`config.mk`:
```
export PLATFORM = sky130hd
export DESIGN_NAME = bgdc_ctrl
export DESIGN_NICKNAME = d
export VERILOG_FILES = /design/src/rtl/bgdc_pkg.sv /design/src/rtl/bgdc_ctrl.sv
export SDC_FILE = /design/constraint.sdc
export NUM_CORES = 1
export LEC_CHECK = 0
export BUFFER_PORTS_ARGS = -buffer_cell sky130_fd_sc_hd__buf_2
export CAP_MARGIN = 20
export CORE_ASPECT_RATIO = 0.75
export CORE_UTILIZATION = 51
export CTS_CLUSTER_DIAMETER = 120
export DETAILED_ROUTE_END_ITERATION = 12
export GPL_ROUTABILITY_DRIVEN = 0
export GPL_TIMING_DRIVEN = 0
export PLACE_DENSITY = 0.74
export SLEW_MARGIN = 0
export SYNTH_ARGS = -nofsm -noshare
export SYNTH_HDL_FRONTEND = slang
export SYNTH_SLANG_ARGS = --single-unit
export TNS_END_PERCENT = 5
```
`constraint.sdc`:
```
create_clock -name sys_clk -period 3.4 [get_ports sys_clk]
set_input_delay 0.51 -clock sys_clk [delete_from_list [all_inputs] [get_ports sys_clk]]
set_output_delay 0.51 -clock sys_clk [all_outputs]
set_load 0.02 [all_outputs]
```
`src/rtl/bgdc_pkg.sv`:
```
// Constants, types and state encodings for the buck gate-drive control block.
// Assumes a single 250 MHz clock; all inputs are synchronous to it.
// Behaviour
// - Switching only when enable asserted and supply good; else gates off.
// - Undervoltage forces full shutdown, gates low; 40 us to ready after recovery.
// - Supply good, enable low: partial shutdown, gates low; 30 us to ready.
// - Enabled and good: gates follow decoded PWM and zero-cross mode.
// - Ready output held low until start-up delay completes.
// - Trim and configuration loaded during partial shutdown before switching; only trim is latched here, mode pin is sampled every cycle.
// - Mode low: plain synchronous rectifier, no zero-current turn-off.
// - Mode high, PWM mid: high off, low on after delay, blanking, zero-current off.
// - Mode mid, PWM low: low on after delay, blanking, then zero-current off.
// - Mode pin decoded three-level; open reads as mid.
// - PWM decoded three-level: high, low, mid per mode pin.
// - Short high pulses stretched to 37 ns minimum.
// - Pulses narrower than 5 ns ignored, gates unchanged.
// - Mode low, PWM mid: both gates off at once.
// - High gate in phase with PWM, low gate its complement.
// - Non-overlap delay on both transitions; gates never on together.
// - High gate held low after PWM stays mid beyond hold-off time.
package bgdc_pkg;
  localparam int CLK_MHZ          = 250;
  localparam int FULL_START_US    = 40;
  localparam int PART_START_US    = 30;
  localparam int MIN_ON_NS        = 37;
  localparam int GLITCH_NS        = 5;
  localparam int FULL_START_CYC   = FULL_START_US * CLK_MHZ;
  localparam int PART_START_CYC   = PART_START_US * CLK_MHZ;
  localparam int MIN_ON_CYC       = (MIN_ON_NS * CLK_MHZ + 999) / 1000;
  localparam int GLITCH_CYC       = (GLITCH_NS * CLK_MHZ + 999) / 1000;
  localparam int DEAD_CYC         = 2;
  localparam int BLANK_CYC        = 16;
  localparam int HOLDOFF_CYC      = 32;
  localparam int CNT_W            = 16;
  localparam int TRIM_W           = 8;

  typedef enum logic [1:0] {
    BGDC_LVL_LOW  = 2'b00,
    BGDC_LVL_MID  = 2'b01,
    BGDC_LVL_HIGH = 2'b10
  } bgdc_lvl_t;

  typedef enum logic [1:0] {
    BGDC_PWR_FULL = 2'b00,
    BGDC_PWR_PART = 2'b01,
    BGDC_PWR_WAIT = 2'b10,
    BGDC_PWR_RUN  = 2'b11
  } bgdc_pwr_t;

  typedef struct packed {
    logic high_side_gate;
    logic low_side_gate;
  } bgdc_gate_t;
endpackage

```
`src/rtl/bgdc_ctrl.sv`:
```
// Gate-drive control: power states, PWM decode, pulse shaping, dead time, zero-cross.
// Assumes inputs synchronous to sys_clk; three-level pins arrive as two comparator bits.
`timescale 1ns/1ps
module bgdc_ctrl #(
  parameter int FULL_START = bgdc_pkg::FULL_START_CYC,
  parameter int PART_START = bgdc_pkg::PART_START_CYC
) (
  input  wire logic                       sys_clk,
  input  wire logic                       sys_rst,
  input  wire logic                       clk_en,
  input  wire logic                       drive_enable_n,
  input  wire logic                       supply_undervoltage_lock,
  input  wire logic [1:0]                 pwm_level,
  input  wire logic [1:0]                 zero_cross_mode_sel,
  input  wire logic                       switch_node_sense,
  input  wire logic [bgdc_pkg::TRIM_W-1:0] trim_fuse,
  output bgdc_pkg::bgdc_gate_t            gate_cmd,
  output logic                            power_ready,
  output logic [bgdc_pkg::TRIM_W-1:0]     trim_value
);
  import bgdc_pkg::*;

  function automatic bgdc_lvl_t dec3(input logic [1:0] c);
    // c[1]: above upper threshold, c[0]: above lower threshold
    if (c[1]) dec3 = BGDC_LVL_HIGH;
    else if (c[0]) dec3 = BGDC_LVL_MID;
    else dec3 = BGDC_LVL_LOW;
  endfunction

  logic [1:0]       pwm_s1_q, pwm_s2_q, mode_s1_q, mode_s2_q;
  logic             zc_s1_q, zc_s2_q;
  bgdc_pwr_t        pwr_q, pwr_d;
  logic [CNT_W-1:0] st_cnt_q;
  bgdc_lvl_t        pwm_f_q, pwm_prev_q;
  logic [3:0]       gl_cnt_q;
  logic [3:0]       on_cnt_q;
  logic [7:0]       mid_cnt_q;
  logic [4:0]       blank_q;
  logic [1:0]       dead_q;
  logic             hs_req_q, zc_arm_q, zc_hold_q;
  bgdc_gate_t       gate_q;
  logic             rdy_q;
  logic [TRIM_W-1:0] trim_q;

  // Synchronisers
  always_ff @(posedge sys_clk or posedge sys_rst) begin
    if (sys_rst) begin
      pwm_s1_q  <= 2'h0;
      pwm_s2_q  <= 2'h0;
      mode_s1_q <= 2'h1;
      mode_s2_q <= 2'h1;
      zc_s1_q   <= 1'b0;
      zc_s2_q   <= 1'b0;
    end else if (clk_en) begin
      pwm_s1_q  <= pwm_level;
      pwm_s2_q  <= pwm_s1_q;
      mode_s1_q <= zero_cross_mode_sel;
      mode_s2_q <= mode_s1_q;
      zc_s1_q   <= switch_node_sense;
      zc_s2_q   <= zc_s1_q;
    end
  end

  wire bgdc_lvl_t pwm_raw  = dec3(pwm_s2_q);
  wire bgdc_lvl_t mode_lvl = dec3(mode_s2_q);
  wire            zc_seen  = zc_s2_q;

  // Power-state sequencing
  wire supply_ok  = !supply_undervoltage_lock;
  wire enable_on  = drive_enable_n;
  wire cnt_done   = (st_cnt_q == '0);
  wire run        = (pwr_q == BGDC_PWR_RUN);

  always_comb begin
    pwr_d = pwr_q;
    case (pwr_q)
      BGDC_PWR_FULL: if (supply_ok) pwr_d = BGDC_PWR_PART;
      BGDC_PWR_PART: if (!supply_ok) pwr_d = BGDC_PWR_FULL;
                     else if (enable_on && cnt_done) pwr_d = BGDC_PWR_WAIT;
      BGDC_PWR_WAIT: if (!supply_ok) pwr_d = BGDC_PWR_FULL;
                     else if (!enable_on) pwr_d = BGDC_PWR_PART;
                     else if (cnt_done) pwr_d = BGDC_PWR_RUN;
      BGDC_PWR_RUN:  if (!supply_ok) pwr_d = BGDC_PWR_FULL;
                     else if (!enable_on) pwr_d = BGDC_PWR_PART;
      default:       pwr_d = BGDC_PWR_FULL;
    endcase
  end

  wire [CNT_W-1:0] full_ld = CNT_W'(FULL_START - PART_START);
  wire [CNT_W-1:0] part_ld = CNT_W'(PART_START);

  // Full start spends its extra time in PART, then the partial delay in WAIT
  always_ff @(posedge sys_clk or posedge sys_rst) begin
    if (sys_rst) begin
      pwr_q    <= BGDC_PWR_FULL;
      st_cnt_q <= '0;
      trim_q   <= '0;
      rdy_q    <= 1'b0;
    end else if (clk_en) begin
      pwr_q <= pwr_d;
      if (pwr_q == BGDC_PWR_FULL)
        st_cnt_q <= full_ld;
      else if (pwr_d == BGDC_PWR_WAIT && pwr_q != BGDC_PWR_WAIT)
        st_cnt_q <= part_ld;
      else if (!cnt_done)
        st_cnt_q <= st_cnt_q - 1'b1;
      if (pwr_q == BGDC_PWR_PART)
        trim_q <= trim_fuse;
      rdy_q <= (pwr_d == BGDC_PWR_RUN);
    end
  end

  // Glitch filter: a level must hold GLITCH_CYC cycles to be accepted
  wire glitch_ok = ({1'b0, gl_cnt_q} + 5'h2 >= 5'(GLITCH_CYC));
  wire min_on_ok = (on_cnt_q >= 4'(MIN_ON_CYC - 1));

  always_ff @(posedge sys_clk or posedge sys_rst) begin
    if (sys_rst) begin
      pwm_prev_q <= BGDC_LVL_LOW;
      gl_cnt_q   <= '0;
      pwm_f_q    <= BGDC_LVL_LOW;
      on_cnt_q   <= '0;
      hs_req_q   <= 1'b0;
      mid_cnt_q  <= '0;
    end else if (clk_en) begin
      pwm_prev_q <= pwm_raw;
      if (pwm_raw != pwm_prev_q)
        gl_cnt_q <= '0;
      else if (!glitch_ok)
        gl_cnt_q <= gl_cnt_q + 1'b1;
      if (glitch_ok && pwm_raw == pwm_prev_q)
        pwm_f_q <= pwm_raw;
      if (!run)
        hs_req_q <= 1'b0;
      else if (pwm_f_q == BGDC_LVL_HIGH)
        hs_req_q <= 1'b1;
      else if (min_on_ok || !hs_req_q)
        hs_req_q <= 1'b0;
      if (!gate_q.high_side_gate)
        on_cnt_q <= '0;
      else if (!min_on_ok)
        on_cnt_q <= on_cnt_q + 1'b1;
      if (pwm_f_q != BGDC_LVL_MID)
        mid_cnt_q <= '0;
      else if (mid_cnt_q != 8'(HOLDOFF_CYC))
        mid_cnt_q <= mid_cnt_q + 1'b1;
    end
  end

  wire mid_hold   = (mid_cnt_q == 8'(HOLDOFF_CYC));
  // Low-side wish per decoded mode
  wire zc_mode    = (mode_lvl == BGDC_LVL_HIGH && pwm_f_q == BGDC_LVL_MID) ||
                    (mode_lvl == BGDC_LVL_MID  && pwm_f_q == BGDC_LVL_LOW);
  wire ls_plain   = (pwm_f_q == BGDC_LVL_LOW);
  wire ls_zc_req  = zc_mode && (zc_arm_q || blank_q != '0 || !zc_hold_q);
  // Mode low or mid with PWM mid: both off
  wire ls_want    = run && !hs_req_q && (zc_mode ? ls_zc_req : (ls_plain && mode_lvl != BGDC_LVL_MID));
  wire hs_want    = run && hs_req_q && !mid_hold;
  wire both_off   = !gate_q.high_side_gate && !gate_q.low_side_gate;
  wire dead_done  = (dead_q == 2'(DEAD_CYC));

  // Zero-cross: blanking then release on sensed zero current
  always_ff @(posedge sys_clk or posedge sys_rst) begin
    if (sys_rst) begin
      blank_q   <= '0;
      zc_arm_q  <= 1'b0;
      zc_hold_q <= 1'b0;
      dead_q    <= '0;
      gate_q    <= '0;
    end else if (clk_en) begin
      if (!zc_mode) begin
        zc_hold_q <= 1'b0;
        zc_arm_q  <= 1'b0;
        blank_q   <= '0;
      end else if (!zc_hold_q && gate_q.low_side_gate) begin
        zc_hold_q <= 1'b1;
        zc_arm_q  <= 1'b1;
        blank_q   <= 5'(BLANK_CYC);
      end else if (blank_q != '0)
        blank_q <= blank_q - 1'b1;
      else if (zc_seen)
        zc_arm_q <= 1'b0;
      if (!run)
        gate_q <= '0;
      else if ((gate_q.high_side_gate && !hs_want) || (gate_q.low_side_gate && !ls_want))
        gate_q <= '0;
      else if (both_off && !dead_done && (hs_want || ls_want))
        dead_q <= dead_q + 1'b1;
      else if (both_off && dead_done) begin
        gate_q.high_side_gate <= hs_want;
        gate_q.low_side_gate  <= ls_want && !hs_want;
      end
      if (!both_off || !(hs_want || ls_want))
        dead_q <= '0;
    end
  end

  assign gate_cmd    = gate_q;
  assign power_ready = rdy_q;
  assign trim_value  = trim_q;
endmodule

```
# Yosys cells after proc, flatten, opt, wreduce, memory -nomap -nowiden

Index checks and enable logic that the tools add are counted.

$lt $le $gt $ge: 2
Reduce and logical (&&, ||, !) cells: 55
Muxes and demuxes: 43
$add $sub $neg: 7
Equal/unequal tests: 28

Operators by type and width:

| cell                                                  | number |
|---|---|
| two-way mux 16 bit                                    | 3 |
| two-way mux 2 bit                                     | 18 |
| logical AND 1 bit                                     | 19 |
| AND reduction 2 bit                                   | 9 |
| logical NOT 16 bit                                    | 1 |
| two-way mux 4 bit                                     | 4 |
| two-way mux 8 bit                                     | 2 |
| subtractor 16 x 1 -> 16 bit, second input constant    | 1 |
| two-way mux 5 bit                                     | 3 |
| equality test 2 bit, second input constant            | 7 |
| two-way mux 1 bit                                     | 12 |
| inequality test 3 x 1 -> 1 bit, second input constant | 4 |
| logical NOT 1 bit                                     | 10 |
| inequality test 2 x 1 -> 1 bit, second input constant | 5 |
| adder 4 x 1 -> 4 bit, second input constant           | 2 |
| adder 8 x 1 -> 8 bit, second input constant           | 1 |
| equality test 8 x 6 -> 1 bit, second input constant   | 1 |
| inequality test 8 x 6 -> 1 bit, second input constant | 1 |
| one-hot mux 2 bit (4 select lines)                    | 1 |
| logical OR 1 bit                                      | 7 |
| equality test 2 x 1 -> 1 bit, second input constant   | 3 |
| inequality test 3 bit, second input constant          | 2 |
| AND reduction 3 bit                                   | 2 |
| nonzero test 2 bit                                    | 3 |
| other kinds (12)                                      | 14 |

Bits in registers: 69

# Longest topological paths before layout

Word-level depth: 14
Mapped depth: 9

# Worst setup path after synthesis

No wires, ideal clock.

Kind: register -> register
From: register st_cnt_q[0]
To: register st_cnt_q[14]
Cell stages (with the launch flop): 10
Setup slack: 0.894 ns
Setup time: 0.138 ns
Arrival: 2.368 ns
Required time: 3.262 ns
Cell sequence: dfrtp_1 -> inv_1 -> ha_1 -> or4b_1 -> buf_2 -> or4_4 -> buf_6 -> o31ai_4 -> or2_1 -> a31oi_1

Word-level cells in the longest chain between the ends: 9
Elaborated cells on any way between the ends: 16

RTL lines:

| item                                                                                         | line                             | text |
|---|---|---|
| start, declared                                                                              | bgdc_ctrl.sv:33                  | `logic [CNT_W-1:0] st_cnt_q;` |
| start signal, assigned                                                                       | bgdc_ctrl.sv:102                 | `st_cnt_q <= full_ld;` |
| start signal, assigned                                                                       | bgdc_ctrl.sv:104                 | `st_cnt_q <= part_ld;` |
| start signal, assigned                                                                       | bgdc_ctrl.sv:106                 | `st_cnt_q <= st_cnt_q - 1'b1;` |
| logical NOT 16 bit                                                                           | bgdc_ctrl.sv:71                  | `wire cnt_done = (st_cnt_q == '0);` |
| two-way mux 2 bit / logical AND 1 bit (equally long branches)                                | bgdc_ctrl.sv:82, bgdc_ctrl.sv:79 |  |
| two-way mux 2 bit (on tied branches)                                                         | bgdc_ctrl.sv:81, bgdc_ctrl.sv:79 |  |
| two-way mux 2 bit (on tied branches)                                                         | bgdc_ctrl.sv:80, bgdc_ctrl.sv:78 |  |
| one-hot mux 2 bit (4 select lines)                                                           | bgdc_ctrl.sv:76                  | `case (pwr_q)` |
| equality test 2 bit                                                                          | bgdc_ctrl.sv:103                 | `else if (pwr_d == BGDC_PWR_WAIT && pwr_q != BGDC_PWR_WAIT)` |
| logical AND 1 bit                                                                            | bgdc_ctrl.sv:103                 |  |
| inequality test 3 x 1 -> 1 bit (no source line) / two-way mux 16 bit (equally long branches) | -                                |  |
| AND reduction 2 bit (no source line) / two-way mux 16 bit (equally long branches)            | -                                |  |

Several ways; a longest one is shown, not always the timed one. The select of a mux whose other input is x is not followed.
A chain may end at the register's enable or synchronous reset.

# Final worst setup path

Ends and elaborated chain as after synthesis.

==> results.toml <==
[run_status]
status = "finished, final reports clean"

[clock_network]
cts_setup_buffers = 0
h-tree-depth = 3
cts_tree = "done"
cts-root-buf = "clkbuf_8"
ctsHoldBuffers = 0
clock_latency_ns = 0.35
cts.sink_count = 69
cts_resized = 0
cts_buffers = 9
cts_buffer_depth = 2
clk_pin_slew_ns = 0.08

[hold_path]
hold_path_class = "input pin to asynchronous set/reset pin"

[floorplan]
core_um2 = 6799
rows = 26
ios = 29
dieArea_um2 = 7379
initial_core_util = 0.5278
die_x_um = 98.86
fp.dieH_um = 74.65

[final_layout]
n_antenna_cell = 0
drive_gt1_frac = 0.2015
n_fill_cell = 601
synthToLayoutAreaGrowth_pct = 13.42
finalNetCount = 427

[critical_path]
cp.required_ns = 3.61
worstPathCellList = "inv_1 -> ha_1 -> or4b_1 -> buf_2 -> or4_4 -> buf_6 -> o31ai_4 -> or2_1 -> a31oi_1"
crit_start = "st_cnt_q[0]"
endpoint = "st_cnt_q[14]"
crit_path_end_kind = "flip-flop"
rr_worst_depth = 9
reg2reg_to = "st_cnt_q[14]"
cpMaxStageDelayCell = "or4_4"
reg2reg_slack_ns = 0.64
worst_ep_arrival_time_ns = 2.97
critPathLaunchType = "flip-flop"
cp_slowest_stage_delay_ns = 0.54
r2r_start = "st_cnt_q[0]"
criticalPathCategory = "flip-flop to flip-flop"
critPathMaxFanout = 9

[sta]
max_slew_margin = 0.4481
setup_slack_ns = 0.6425
setup_viol = 0
tns_ns = 0
fmax_ghz = 0.3626
period_share = 0.8110
fin_crit_ns = 2.758
skew_ns = 0.009042
hold_violations = 0
rsz0062_at_grt = "no"
max_slew.worst_pin.slew_ns = 0.8279
slew_violations = 0

[synthesis]
synth_area_leader_cell = "dfrtp_1"
ys_seq_area_frac = 0.4819
yosysWarnings = 0
ys_ff_latch = 69
synth_adder_area_share = 0.04184
syn-num-nets = 389
syn-instance-count = 359
synth_edf_count = 0
synth-async-reset-ratio = 1.000
muxShareOfSynthArea = 0.07741
synth_top_family_by_area = "compound AO/OA/AOI/OAI gates"
synthDistinctLibCells = 60
synth_area_leaders = "dfrtp_1, mux2_2, ha_1"
synth-xor-area-share = 0.007322
synth_compound_area_frac = 0.1984
synth-simple-area-share = 0.1499
synth_area_um2 = 3588
synth.top_cell.area_share = 0.4672
syn_area_per_cell_um2 = 9.996
ys.flop_type = "dfrtp_1"

[power_and_ir_drop]
leakage_uw = 0.001779
ir_drop_uv = 362.9
powerDensity_nw_per_um2 = 579.5
power_uw = 2359

[place]
pre_cts_slack_ns = 0.6840
dp_hpwl_mm = 5.231
port_buffers = 27

[drt]
vias_per_cell = 5.858
wl_mm = 7.588
drt_iter0_drc = 174
vias = 2847
wl_per_cell_um = 15.61
drcViolationCount = 0
first_pass_iters = 4
antenna_left = 0

[grt]
antenna_found_initial = 0
grt_pass1_vias = 2567
grt_overflow = 0
grt_start_max_net_pins = 70
grt_pass1_wl_mm = 12.68
track_usage = 0.2250

[flow_run]
cap_violations = 0
## synthesized netlist by cell type, drive strengths merged (4+ instances only)
cell type and instances:
nand2b 5, nor3 7, a21oi 24, nor4 4
or4 4, dfrtp 67, nor2 26, o2bb2ai 5
clkbuf 11, nand3 9, o22a 4, a31oi 7
mux2 22, nand2 30, o21ai 26, inv 25
ha 12, or2 7, o31ai 8
## worst min path at each step
| stage | start | endpoint | slack [ns] | depth (start not counted) |
|---|---|---|---|---|
| floorplan | pwm_s1_q[0] | pwm_s2_q[0] | 0.45 | 2 |
| global placement | st_cnt_q[15] | st_cnt_q[15] | 0.48 | 1 |
| detailed placement | pwm_s1_q[0] | pwm_s2_q[0] | 0.48 | 2 |
| CTS | sys_rst | trim_value[1] | 0.36 | 2 |
| global route | pwm_level[0] | pwm_s1_q[0] | 0.37 | 2 |
| finish | sys_rst | trim_value[1] | 0.32 | 2 |
## cell usage in the layout (no fill, tap or decap), types with 4 or more instances in the layout
cell type / count
clkbuf_1: 12
nor4_1: 4
clkbuf_8: 9
o21ai_0: 20
nand2b_1: 5
nor3_1: 7
nand2_1: 30
mux2_2: 22
a31oi_1: 7
nor2_1: 26
o31ai_1: 7
o2bb2ai_1: 5
dfrtp_1: 67
buf_2: 28
a21oi_1: 24
nand3_1: 9
o21ai_1: 4
or2_2: 5
o22a_1: 4
ha_1: 12
inv_1: 24
## report_power, final
part | total (uW) | switching (uW) | internal, uW
combinational | 501 | 284 | 217
clock | 810 | 322 | 487
sequential | 1050 | 113 | 935
total | 2360 | 720 | 1640
## state kept, by name (all words and copies together) (netlist names)
register and flops:
trim_value 8, power_ready 1, mode_s1_q 2, zc_arm_q 1, gate_cmd 2, pwm_prev_q 2, zc_s2_q 1, zc_s1_q 1
on_cnt_q 4, pwr_q 2, mid_cnt_q 8, hs_req_q 1, st_cnt_q 16, gl_cnt_q 4, blank_q 5, mode_s2_q 2
pwm_s1_q 2, zc_hold_q 1, dead_q 2, pwm_f_q 2, pwm_s2_q 2
## cell type report
type	count	area, um^2	share of cell area
buffer	14	61.31	0.01506
clock buffer	10	127.6	0.03136
clock inverter	6	111.4	0.02736
inverter	25	96.34	0.02367
multi-input combinational	251	1704	0.4187
sequential	69	1729	0.4248
tap	84	105.1	0.02582
timing repair buffer	27	135.1	0.03320
## per-stage QoR
step / hold slack, ns / instance area, um^2 / util / cells
finish: 0.3174 / 4070 / 0.5986 / 486
floorplan: 0.4492 / 3588 / - / 359
detailed placement: 0.4847 / 3831 / 0.5635 / 470
global placement: 0.4800 / 3829 / 0.5631 / 470
global route: 0.3706 / 4070 / 0.5986 / 486
CTS: 0.3595 / 4070 / 0.5986 / 486
## worst max-delay path: cells and delay by family (launching register included)
kind | cells | cell delay (ns)
and+or+nand+nor | 3 | 1.13
AOI/OAI and AO/OA | 2 | 0.46
DFF | 1 | 0.43
buffers and inverters | 3 | 0.41
adders and majority gates | 1 | 0.17
## cells by family after synthesis
| group | Yosys count |
|---|---|
| adder cells (fa/ha/maj) | 12 |
| XOR/XNOR | 3 |
| AO/OA/AOI/OAI | 104 |
| AND/OR/NAND/NOR | 107 |
| multiplexers | 25 |
| buffers and inverters | 39 |
| flip-flops | 69 |
## routing by layer
layer  vias up  track usage  wire length [um]
met5         -            0                 0
met4         0      0.07463                99
met3         9      0.04735               415
met2        67       0.3326              3279
met1      1375       0.3327              3794
li1       1396            -                 -
No activity file was read; power rests on OpenSTA's default activity.
